$ cat config.mk
export PLATFORM = sky130hd
export DESIGN_NAME = transceiver_channel_pll_reconfig
export DESIGN_NICKNAME = d
export VERILOG_FILES = /design/src/logic/reconfig_pkg.sv /design/src/logic/transceiver_channel_pll_reconfig.sv /design/src/logic/sync2.sv /design/src/logic/axil_slave.sv
export SDC_FILE = /design/constraint.sdc
export NUM_CORES = 2
export LEC_CHECK = 0
export BUFFER_PORTS_ARGS = -buffer_cell sky130_fd_sc_hd__buf_4
export CELL_PAD_IN_SITES_DETAIL_PLACEMENT = 0
export CELL_PAD_IN_SITES_GLOBAL_PLACEMENT = 1
export CORE_MARGIN = 2
export CORE_UTILIZATION = 40
export DETAILED_ROUTE_END_ITERATION = 8
export PLACE_DENSITY = 0.72
export SYNTH_ARGS = -nofsm -noshare
export SYNTH_HDL_FRONTEND = slang
export SYNTH_SLANG_ARGS = --single-unit
$ cat constraint.sdc
create_clock -name aclk -period 3.71 [get_ports aclk]
set_input_delay 0.371 -clock aclk [delete_from_list [all_inputs] [get_ports aclk]]
set_output_delay 0.371 -clock aclk [all_outputs]
set_load 0.005 [all_outputs]
$ cat src/logic/reconfig_pkg.sv
// Behaviour
// Only write transactions go toward the transceiver channel; no read path exists.
// Channel address width follows channel count; two channels give two bits.
// User logic drives channel address 01 to target the second channel.
// User logic drives duplex select 00 for receive-and-transmit channels.
// Done flag and six-bit word address output are always present.
// Word-address reset, address enable, PLL select, enable, duplex are optional.
// One bulk trigger writes every image word in succession. The code writes only words zero to last_idx, which resets to 7.
// Transmit PLL select switches the channel among at most four PLLs.
// PLL select with clock multiplier reconfig only for clock multiplier targets.
// User reconfigures second clock multiplier first, then selects it.
// PLL select is refused for four-lane or eight-lane bonded channels.
// Switching within the block reprograms the local transmit clock multiplexer.
// PLLs outside the transceiver block use reference index 2 or 3.
// Clock multiplier PLLs inside the block use reference index 0 or 1.
// Outside PLL addresses shift the channel numbers of later instances.
// Mode select 100 activates clock multiplier PLL reconfiguration.
// Done rises once the write-triggered reconfiguration has completed.
// Word address advances per word; word-address reset returns it to zero.
// Channel, duplex and mode are latched at start, changes ignored until done.
package reconfig_pkg;

  // ----------------------------------------------------------------
  // Register map
  // ----------------------------------------------------------------
  localparam logic [11:0] OFF_CTRL = 12'h000;
  localparam logic [11:0] OFF_CFG = 12'h004;
  localparam logic [11:0] OFF_DATA = 12'h008;
  localparam logic [11:0] OFF_LAST = 12'h00C;
  localparam logic [11:0] OFF_STATUS = 12'h010;
  localparam logic [3:0] IMG_PAGE = 4'h1;
  localparam int CTRL_START = 0;
  localparam int CTRL_ALL = 1;
  localparam int CTRL_ARST = 2;
  localparam int STAT_DONE = 8;
  localparam int STAT_BUSY = 9;
  localparam int STAT_ERR = 10;
  localparam int STAT_CHBUSY = 11;
  localparam logic [1:0] RESP_OKAY = 2'h0;
  localparam logic [1:0] RESP_SLVERR = 2'h2;

  // ----------------------------------------------------------------
  // Values and timing
  // ----------------------------------------------------------------
  localparam int WORD_AW = 6;
  localparam int WORD_W = 16;
  localparam logic [2:0] MODE_CMU_PLL = 3'h4;
  localparam logic [1:0] DUPLEX_RXTX = 2'h0;
  localparam logic [1:0] IDX_INSIDE_MAX = 2'h1;
  localparam logic [1:0] IDX_OUTSIDE_MIN = 2'h2;
  localparam logic [WORD_AW-1:0] LAST_RESET = 6'h07;
  localparam logic [1:0] SETTLE_CYC = 2'h3;

  // ----------------------------------------------------------------
  // Carriers
  // ----------------------------------------------------------------
  typedef struct packed {
    logic [3:0] base;
    logic bonded;
    logic aux_target;
    logic outside;
    logic addr_en;
    logic pll_sel_en;
    logic [1:0] pll_sel;
    logic [2:0] mode;
    logic [1:0] duplex;
    logic [7:0] chan;
  } cfg_t;

  localparam logic [23:0] CFG_RESET = 24'h010000;

  typedef struct packed {
    logic we;
    logic [11:0] addr;
    logic [31:0] data;
    logic [3:0] strb;
  } bus_wr_t;

  typedef struct packed {
    logic wr;
    logic [WORD_W-1:0] word;
    logic [2:0] mode;
    logic [1:0] duplex;
    logic [1:0] pll_sel;
    logic pll_sel_en;
    logic local_mux;
    logic central_mux;
  } chan_cmd_t;

  function automatic logic [31:0] apply_strb(input logic [31:0] old,
                                             input logic [31:0] val,
                                             input logic [3:0] strb);
    logic [31:0] r;
    r = old;
    for (int i = 0; i < 4; i++) begin
      if (strb[i]) begin
        r[i*8 +: 8] = val[i*8 +: 8];
      end
    end
    return r;
  endfunction

  function automatic logic addr_ok(input logic [11:0] a);
    return (a[11:8] == IMG_PAGE) || (a == OFF_CTRL) || (a == OFF_CFG) ||
           (a == OFF_DATA) || (a == OFF_LAST) || (a == OFF_STATUS);
  endfunction

  function automatic logic cfg_ok(input cfg_t c);
    logic ok;
    ok = 1'b1;
    if (c.pll_sel_en && c.mode == MODE_CMU_PLL && c.aux_target) begin
      ok = 1'b0;
    end
    if (c.pll_sel_en && c.bonded) begin
      ok = 1'b0;
    end
    if (c.pll_sel_en && c.outside && c.pll_sel < IDX_OUTSIDE_MIN) begin
      ok = 1'b0;
    end
    if (c.pll_sel_en && !c.outside && c.pll_sel > IDX_INSIDE_MAX) begin
      ok = 1'b0;
    end
    return ok;
  endfunction

endpackage

$ cat src/logic/transceiver_channel_pll_reconfig.sv
`timescale 1ns/100ps
module transceiver_channel_pll_reconfig import reconfig_pkg::*; #(
  parameter int CHAN_AW = 2,
  parameter int IMG_DEPTH = 64
) (
  input wire logic aclk,
  input wire logic aresetn,
  input wire logic [11:0] s_axi_awaddr,
  input wire logic s_axi_awvalid,
  output logic s_axi_awready,
  input wire logic [31:0] s_axi_wdata,
  input wire logic [3:0] s_axi_wstrb,
  input wire logic s_axi_wvalid,
  output logic s_axi_wready,
  output logic [1:0] s_axi_bresp,
  output logic s_axi_bvalid,
  input wire logic s_axi_bready,
  input wire logic [11:0] s_axi_araddr,
  input wire logic s_axi_arvalid,
  output logic s_axi_arready,
  output logic [31:0] s_axi_rdata,
  output logic [1:0] s_axi_rresp,
  output logic s_axi_rvalid,
  input wire logic s_axi_rready,
  input wire logic chan_busy,
  output chan_cmd_t chan_cmd,
  output logic [CHAN_AW-1:0] chan_addr,
  output logic [WORD_AW-1:0] word_addr,
  output logic chan_done
);

  // ----------------------------------------------------------------
  // Bus front end
  // ----------------------------------------------------------------
  typedef enum logic [1:0] {IDLE, ISSUE, SETTLE, WAIT_DONE} state_t;

  bus_wr_t wr;
  logic [11:0] rd_addr;
  logic [31:0] rd_data;
  logic busy_s;

  // Reads stay local, nothing is read from the channel
  axil_slave u_bus (
    .aclk(aclk),
    .aresetn(aresetn),
    .awaddr(s_axi_awaddr),
    .awvalid(s_axi_awvalid),
    .awready(s_axi_awready),
    .wdata(s_axi_wdata),
    .wstrb(s_axi_wstrb),
    .wvalid(s_axi_wvalid),
    .wready(s_axi_wready),
    .bresp(s_axi_bresp),
    .bvalid(s_axi_bvalid),
    .bready(s_axi_bready),
    .araddr(s_axi_araddr),
    .arvalid(s_axi_arvalid),
    .arready(s_axi_arready),
    .rdata(s_axi_rdata),
    .rresp(s_axi_rresp),
    .rvalid(s_axi_rvalid),
    .rready(s_axi_rready),
    .wr(wr),
    .rd_addr(rd_addr),
    .rd_data(rd_data)
  );

  // Channel busy comes from another clock domain
  sync2 #(.W(1)) u_busy_sync (
    .aclk(aclk),
    .aresetn(aresetn),
    .d(chan_busy),
    .q(busy_s)
  );

  // ----------------------------------------------------------------
  // State
  // ----------------------------------------------------------------
  logic [WORD_W-1:0] img [IMG_DEPTH];
  cfg_t cfg;
  cfg_t next_cfg;
  cfg_t act;
  cfg_t next_act;
  state_t state;
  state_t next_state;
  logic [WORD_AW-1:0] last_idx;
  logic [WORD_AW-1:0] next_last_idx;
  logic [WORD_AW-1:0] next_word_addr;
  logic [1:0] settle;
  logic [1:0] next_settle;
  logic bulk;
  logic next_bulk;
  logic err;
  logic next_err;
  logic next_done;
  chan_cmd_t next_chan_cmd;
  logic [CHAN_AW-1:0] next_chan_addr;
  logic img_we;
  logic [WORD_AW-1:0] img_wa;
  logic start;
  logic start_all;
  logic [31:0] tmp;

  function automatic logic [WORD_AW-1:0] step(input logic [WORD_AW-1:0] a,
                                              input logic en);
    return en ? a + 6'h01 : a;
  endfunction

  function automatic logic in_image(input logic [11:0] a);
    return a[11:8] == IMG_PAGE;
  endfunction

  function automatic logic [WORD_AW-1:0] image_index(input logic [11:0] a);
    return a[WORD_AW+1:2];
  endfunction

  // ----------------------------------------------------------------
  // Sequencer
  // ----------------------------------------------------------------
  always_comb begin
    next_cfg = cfg;
    next_act = act;
    next_state = state;
    next_last_idx = last_idx;
    next_word_addr = word_addr;
    next_settle = settle;
    next_bulk = bulk;
    next_err = err;
    next_done = chan_done;
    next_chan_cmd = chan_cmd;
    next_chan_cmd.wr = 1'b0;
    next_chan_addr = chan_addr;
    img_we = 1'b0;
    img_wa = word_addr;
    start = 1'b0;
    start_all = 1'b0;
    tmp = 32'h00000000;
    if (wr.we) begin
      case (wr.addr)
        OFF_CFG: begin
          tmp = apply_strb({8'h00, cfg}, wr.data, wr.strb);
          next_cfg = cfg_t'(tmp[23:0]);
        end
        OFF_LAST: begin
          tmp = apply_strb({26'h0, last_idx}, wr.data, wr.strb);
          next_last_idx = tmp[WORD_AW-1:0];
        end
        // Control only acts while idle
        OFF_CTRL: begin
          if (wr.strb[0] && state == IDLE) begin
            if (wr.data[CTRL_ARST]) begin
              next_word_addr = '0;
            end
            start = wr.data[CTRL_START] | wr.data[CTRL_ALL];
            start_all = wr.data[CTRL_ALL];
          end
        end
        OFF_DATA: begin
          if (state == IDLE) begin
            img_we = 1'b1;
            start = 1'b1;
          end
        end
        default: begin
          if (in_image(wr.addr) && state == IDLE) begin
            img_we = 1'b1;
            img_wa = image_index(wr.addr);
          end
        end
      endcase
    end
    if (start) begin
      // Illegal settings flag err and never run
      if (!cfg_ok(cfg)) begin
        next_err = 1'b1;
      end else begin
        next_err = 1'b0;
        next_done = 1'b0;
        next_act = cfg;
        next_bulk = start_all;
        // Bulk always restarts from word zero
        if (start_all) begin
          next_word_addr = '0;
        end
        next_state = ISSUE;
      end
    end
    case (state)
      IDLE: begin
      end
      ISSUE: begin
        // One pulse per image word
        next_chan_cmd.wr = 1'b1;
        next_chan_cmd.word = img[word_addr];
        next_chan_cmd.mode = act.mode;
        next_chan_cmd.duplex = act.duplex;
        next_chan_cmd.pll_sel = act.pll_sel;
        next_chan_cmd.pll_sel_en = act.pll_sel_en;
        next_chan_cmd.local_mux = act.pll_sel_en & ~act.outside;
        next_chan_cmd.central_mux = act.pll_sel_en & act.outside;
        // Outside PLLs shift the logical address
        next_chan_addr = CHAN_AW'(act.chan + {4'h0, act.base});
        next_settle = SETTLE_CYC;
        next_state = SETTLE;
      end
      SETTLE: begin
        // Covers the two-stage busy synchroniser
        next_settle = settle - 2'h1;
        if (settle == 2'h1) begin
          next_state = WAIT_DONE;
        end
      end
      WAIT_DONE: begin
        // Synced busy low, channel has taken the word
        if (!busy_s) begin
          if (bulk && word_addr != last_idx) begin
            next_word_addr = step(word_addr, 1'b1);
            next_state = ISSUE;
          end else begin
            next_word_addr = step(word_addr, bulk | act.addr_en);
            next_done = 1'b1;
            next_state = IDLE;
          end
        end
      end
      default: begin
        next_state = IDLE;
      end
    endcase
  end

  // ----------------------------------------------------------------
  // Image memory
  // ----------------------------------------------------------------
  // No reset, contents arrive over the bus
  always_ff @(posedge aclk) begin
    if (img_we) begin
      img[img_wa] <= wr.data[WORD_W-1:0];
    end
  end

  // ----------------------------------------------------------------
  // Registers
  // ----------------------------------------------------------------
  always_ff @(posedge aclk) begin
    if (!aresetn) begin
      cfg <= cfg_t'(CFG_RESET);
      act <= cfg_t'(CFG_RESET);
      state <= IDLE;
      last_idx <= LAST_RESET;
      word_addr <= '0;
      settle <= 2'h0;
      bulk <= 1'b0;
      err <= 1'b0;
      chan_done <= 1'b0;
      chan_cmd <= '0;
      chan_addr <= '0;
    end else begin
      cfg <= next_cfg;
      act <= next_act;
      state <= next_state;
      last_idx <= next_last_idx;
      word_addr <= next_word_addr;
      settle <= next_settle;
      bulk <= next_bulk;
      err <= next_err;
      chan_done <= next_done;
      chan_cmd <= next_chan_cmd;
      chan_addr <= next_chan_addr;
    end
  end

  // ----------------------------------------------------------------
  // Read mux
  // ----------------------------------------------------------------
  always_comb begin
    // Unmapped offsets read back zero
    rd_data = 32'h00000000;
    case (rd_addr)
      OFF_CFG: rd_data = {8'h00, cfg};
      OFF_LAST: rd_data = {26'h0, last_idx};
      OFF_DATA: rd_data = {16'h0000, img[word_addr]};
      OFF_STATUS: begin
        rd_data[WORD_AW-1:0] = word_addr;
        rd_data[STAT_DONE] = chan_done;
        rd_data[STAT_BUSY] = (state != IDLE);
        rd_data[STAT_ERR] = err;
        rd_data[STAT_CHBUSY] = busy_s;
      end
      default: begin
        if (in_image(rd_addr)) begin
          rd_data = {16'h0000, img[image_index(rd_addr)]};
        end
      end
    endcase
  end

endmodule

$ cat src/logic/sync2.sv
`timescale 1ns/100ps
module sync2 #(
  parameter int W = 1
) (
  input wire logic aclk,
  input wire logic aresetn,
  input wire logic [W-1:0] d,
  output logic [W-1:0] q
);

  logic [W-1:0] meta;

  always_ff @(posedge aclk) begin
    if (!aresetn) begin
      meta <= '0;
      q <= '0;
    end else begin
      meta <= d;
      q <= meta;
    end
  end

endmodule

$ cat src/logic/axil_slave.sv
`timescale 1ns/100ps
module axil_slave import reconfig_pkg::*; (
  input wire logic aclk,
  input wire logic aresetn,
  input wire logic [11:0] awaddr,
  input wire logic awvalid,
  output logic awready,
  input wire logic [31:0] wdata,
  input wire logic [3:0] wstrb,
  input wire logic wvalid,
  output logic wready,
  output logic [1:0] bresp,
  output logic bvalid,
  input wire logic bready,
  input wire logic [11:0] araddr,
  input wire logic arvalid,
  output logic arready,
  output logic [31:0] rdata,
  output logic [1:0] rresp,
  output logic rvalid,
  input wire logic rready,
  output bus_wr_t wr,
  output logic [11:0] rd_addr,
  input wire logic [31:0] rd_data
);

  logic next_awready, next_wready, next_bvalid, next_arready, next_rvalid, next_rpend;
  logic rpend;
  logic [1:0] next_bresp, next_rresp;
  logic [31:0] next_rdata;
  logic [11:0] next_rd_addr;
  bus_wr_t next_wr;

  always_comb begin
    next_awready = awready;
    next_wready = wready;
    next_bvalid = bvalid;
    next_bresp = bresp;
    next_arready = arready;
    next_rvalid = rvalid;
    next_rdata = rdata;
    next_rresp = rresp;
    next_rpend = rpend;
    next_rd_addr = rd_addr;
    next_wr = wr;
    next_wr.we = 1'b0;
    if (awvalid && awready) begin
      next_awready = 1'b0;
      next_wr.addr = {awaddr[11:2], 2'h0};
    end
    if (wvalid && wready) begin
      next_wready = 1'b0;
      next_wr.data = wdata;
      next_wr.strb = wstrb;
    end
    if (!awready && !wready && !bvalid) begin
      next_wr.we = addr_ok(wr.addr);
      next_bvalid = 1'b1;
      next_bresp = addr_ok(wr.addr) ? RESP_OKAY : RESP_SLVERR;
    end
    if (bvalid && bready) begin
      next_bvalid = 1'b0;
      next_awready = 1'b1;
      next_wready = 1'b1;
    end
    if (arvalid && arready) begin
      next_arready = 1'b0;
      next_rd_addr = {araddr[11:2], 2'h0};
      next_rpend = 1'b1;
    end
    if (rpend) begin
      next_rpend = 1'b0;
      next_rvalid = 1'b1;
      next_rdata = addr_ok(rd_addr) ? rd_data : 32'h00000000;
      next_rresp = addr_ok(rd_addr) ? RESP_OKAY : RESP_SLVERR;
    end
    if (rvalid && rready) begin
      next_rvalid = 1'b0;
      next_arready = 1'b1;
    end
  end

  always_ff @(posedge aclk) begin
    if (!aresetn) begin
      awready <= 1'b1;
      wready <= 1'b1;
      bvalid <= 1'b0;
      bresp <= RESP_OKAY;
      arready <= 1'b1;
      rvalid <= 1'b0;
      rdata <= 32'h00000000;
      rresp <= RESP_OKAY;
      rpend <= 1'b0;
      rd_addr <= 12'h000;
      wr <= '0;
    end else begin
      awready <= next_awready;
      wready <= next_wready;
      bvalid <= next_bvalid;
      bresp <= next_bresp;
      arready <= next_arready;
      rvalid <= next_rvalid;
      rdata <= next_rdata;
      rresp <= next_rresp;
      rpend <= next_rpend;
      rd_addr <= next_rd_addr;
      wr <= next_wr;
    end
  end

endmodule

==> impl_metrics.csv <==
group,metric,value,unit
place,detailed_place_hpwl,132,mm
cts,ctsRootBufferMaster,"clkbuf_16",
setup_path,start_kind,"flip-flop",
cts,cts_buffers,121,
setup_path,worstPathArrival,3860,ps
floorplanning,dieArea,0.142,mm^2
hold_path,min_delay_path_depth,2,
power_and_ir_drop,p_per_area,444,mW/mm^2
setup_path,criticalPathCategory,"reg2reg",
logic_synthesis,ys_seq_area_share,61.9,%
cts,cts_tree,"done",
logic_synthesis,synth_common_cells,"edfxtp_1 (1024), mux4_2 (442), nand2_1 (267)",
status,status,"complete, no violations",
cts,clk_pin_slew,60,ps
sta,skew,37.1,ps
grt,antenna_found_initial,6,
hold_path,holdCritPathClass,"in2reg",
floorplanning,io_pins,145,
layout,fillers,11600,
setup_path,crit_required,4340,ps
sta,post-route-period-util,87.1,%
grt,grt_pass1_wl,264,mm
sta,max_slew_margin,18.9,%
logic_synthesis,ys.warnings.count,0,
logic_synthesis,synth_most_common_cell,"edfxtp_1",
setup_path,critPathMaxStageDelay,660,ps
routing,drt_first_pass_iters,6,
floorplanning,core,0.137,mm^2
run,max-cap-violations,0,
sta,setup_violations,0,
sta,fin_hold_ws,78.4,ps
cts,cts.repair.resized,0,
layout,fin_nets,3788,
sta,setup-tns-final,0,ps
sta,rsz0062_at_grt,"no",
setup_path,path_cells,"buf_12 -> buf_4 -> mux4_2 -> a22oi_1 -> a21oi_1 -> nor4_1 -> nand2b_1 -> a31oi_1",
logic_synthesis,synth-main-ff-cell,"edfxtp_1",
logic_synthesis,synth.largest_area_cell,"edfxtp_1",
setup_path,critPathBufInv,2,
place,pre_cts_slack,573,ps
floorplanning,die_x,376,um
layout,final_cell_area,0.0651,mm^2
routing,ant_nets,0,
grt,grt_pass1_vias,34400,
floorplanning,fp-row-count,136,
routing,post_drt_wl_per_cell,33.8,um
layout,drive_gt1_share,30.9,%
sta,hold_viol,0,
setup_path,ff2ff_setup_slack,480,ps
setup_path,path_delay_family,"simple AND/OR/NAND/NOR gates",
logic_synthesis,synth.distinct_cells,78,
logic_synthesis,ys_seq_elements,1204,
setup_path,r2r_cells,8,
sta,slew_violations,0,
floorplanning,start_util,40.3,%
routing,vias,35400,
grt,grt_max_degree,97,
logic_synthesis,ys_async_sr_fraction,0,%
cts,cts_sinks,1204,
routing,wirelength,190,mm
cts,max-clock-path-buffers,3,
hold_path,hp-start,"aresetn",
sta,setup_ws,477,ps
place,place_area,0.0604,mm^2
power_and_ir_drop,vdd_drop_max,0.425,mV
routing,drt_iter0_drc,4686,
logic_synthesis,synth-edff-count,1024,
place,io_buffers,121,
logic_synthesis,yosys.area.top_type_share,55.4,%
cts,clock_latency,760,ps
setup_path,rr_endpoint,"u_bus.rdata[12]",
setup_path,path_max_fanout,25,
power_and_ir_drop,power_leakage,21.5,nW
grt,grt_use_total,26.6,%
logic_synthesis,yosys-top-cells-area,"edfxtp_1 (55%), mux4_2 (18%), dfxtp_1 (6.5%)",
setup_path,cp_slowest_cell,"mux4_2",
routing,drcViolationCount,0,
layout,multiInputGateArea,0.0198,mm^2
setup_path,end_kind,"flip-flop",
cts,htree_levels,3,
layout,seqCellArea,0.0344,mm^2
sta,clock.fmax,309,MHz
routing,via_per_inst,6.30,
place,place.gp.congestion,0.963,
floorplanning,die_y,376,um
sta,finalCriticalPeriod,3230,ps
grt,overflow,0,
logic_synthesis,avgSynthCellArea,16.4,um^2
layout,area_growth,17.3,%
hold_path,hold_end,"chan_cmd[1]",
logic_synthesis,netlist_instances,3377,
logic_synthesis,syn_area,0.0555,mm^2
sta,worstMarginPinSlew,1220,ps
[logic make-up after synthesis]
family	after synthesis	share of synthesized area, %
compound gates	524	6.63
xor+xnor	9	0.142
fa+ha+maj	8	0.180
buf+inv	274	2.74
flops	1204	61.9
mux	697	22.6
other cells	1	0.00676
simple gates	660	5.77
[cells in the final DEF, fill, tap and decap left out, types with 53 or more instances in the layout]
master         netlist  layout
buf_12               2      70
edfxtp_1          1024    1024
o22ai_1             53      53
nand3_1             76      76
o21ai_0             76      76
a21oi_1             54      54
nor2_2               2      62
a22oi_1             71      71
mux2i_1            232     232
mux4_2             442     442
a21boi_0            83      83
clkbuf_16            0     124
dfxtp_1            180     155
buf_4               36     335
dlygate4sd3_1        0      56
nand2_1            267     267
[sequential cells by signal (all words and copies together) (netlist names), 2 cells and up, named ones only]
| signal | count |
|---|---|
| last_idx | 6 |
| u_bus.wr | 38 |
| state | 2 |
| act | 14 |
| img | 1024 |
| cfg | 24 |
| chan_cmd | 27 |
| u_bus.rd_addr | 10 |
| settle | 2 |
| chan_addr | 2 |
| u_bus.rdata | 24 |
| word_addr | 6 |
[per-stage QoR]
| step | power [W] | instances | utilization, % |
|---|---|---|---|
| 2_1_floorplan | 0.0159 | 3386 | - |
| 3_3_place_gp | 0.0166 | 5327 | 44.0 |
| 3_5_place_dp | 0.0166 | 5327 | 44.0 |
| 4_1_cts | 0.0290 | 5611 | 47.3 |
| 5_1_grt | 0.0296 | 5611 | 47.3 |
| 6_report | 0.0289 | 5612 | 47.3 |
[layout make-up]
class,count,area share [%]
diodes,1,0.00385
flip-flops and latches,1204,52.9
clock buffers,149,5.03
well taps,1794,3.45
repair buffers,461,6.88
multi-input cells,1908,30.5
clock inverters,79,1.19
inverters,16,0.0962
[layer usage]
layer / wire length, um / part of all wire (%) / vias to the layer above / global-route usage (%)
li1: - / - / 14500 / -
met1: 71200 / 38 / 18300 / 35.1
met2: 85900 / 45 / 2147 / 40.7
met3: 19900 / 10 / 448 / 5.60
met4: 12700 / 6.7 / 4 / 15.7
met5: 24 / 0.013 / - / 0
[worst max path at each step]
| stage | slack, ps | startpoint | end | cells after the start |
|---|---|---|---|---|
| 2_1_floorplan | 980 | state[0] | img[0][0] | 7 |
| 3_3_place_gp | 590 | flip-flop | u_bus.rdata[13] | 7 |
| 3_5_place_dp | 570 | state[1] | img[62][11] | 9 |
| 4_1_cts | 560 | state[0] | img[62][15] | 9 |
| 5_1_grt | 400 | state[0] | img[61][10] | 9 |
| 6_report | 480 | flip-flop | u_bus.rdata[12] | 8 |
[where the power goes]
group	internal [W]	switching, W	total (W)
Clock	0.00716	0.00532	0.0125
Sequential	0.0147	0.000192	0.0149
Combinational	0.000593	0.000881	0.00147
Total	0.0225	0.00640	0.0289
[repair_timing]
action	in CTS	in global routing
endpoints found under the hold margin	59	0
setup endpoints to repair	0	0
buffers inserted	0	0
hold buffers	56	0
No activity file was read; power rests on OpenSTA's default activity.
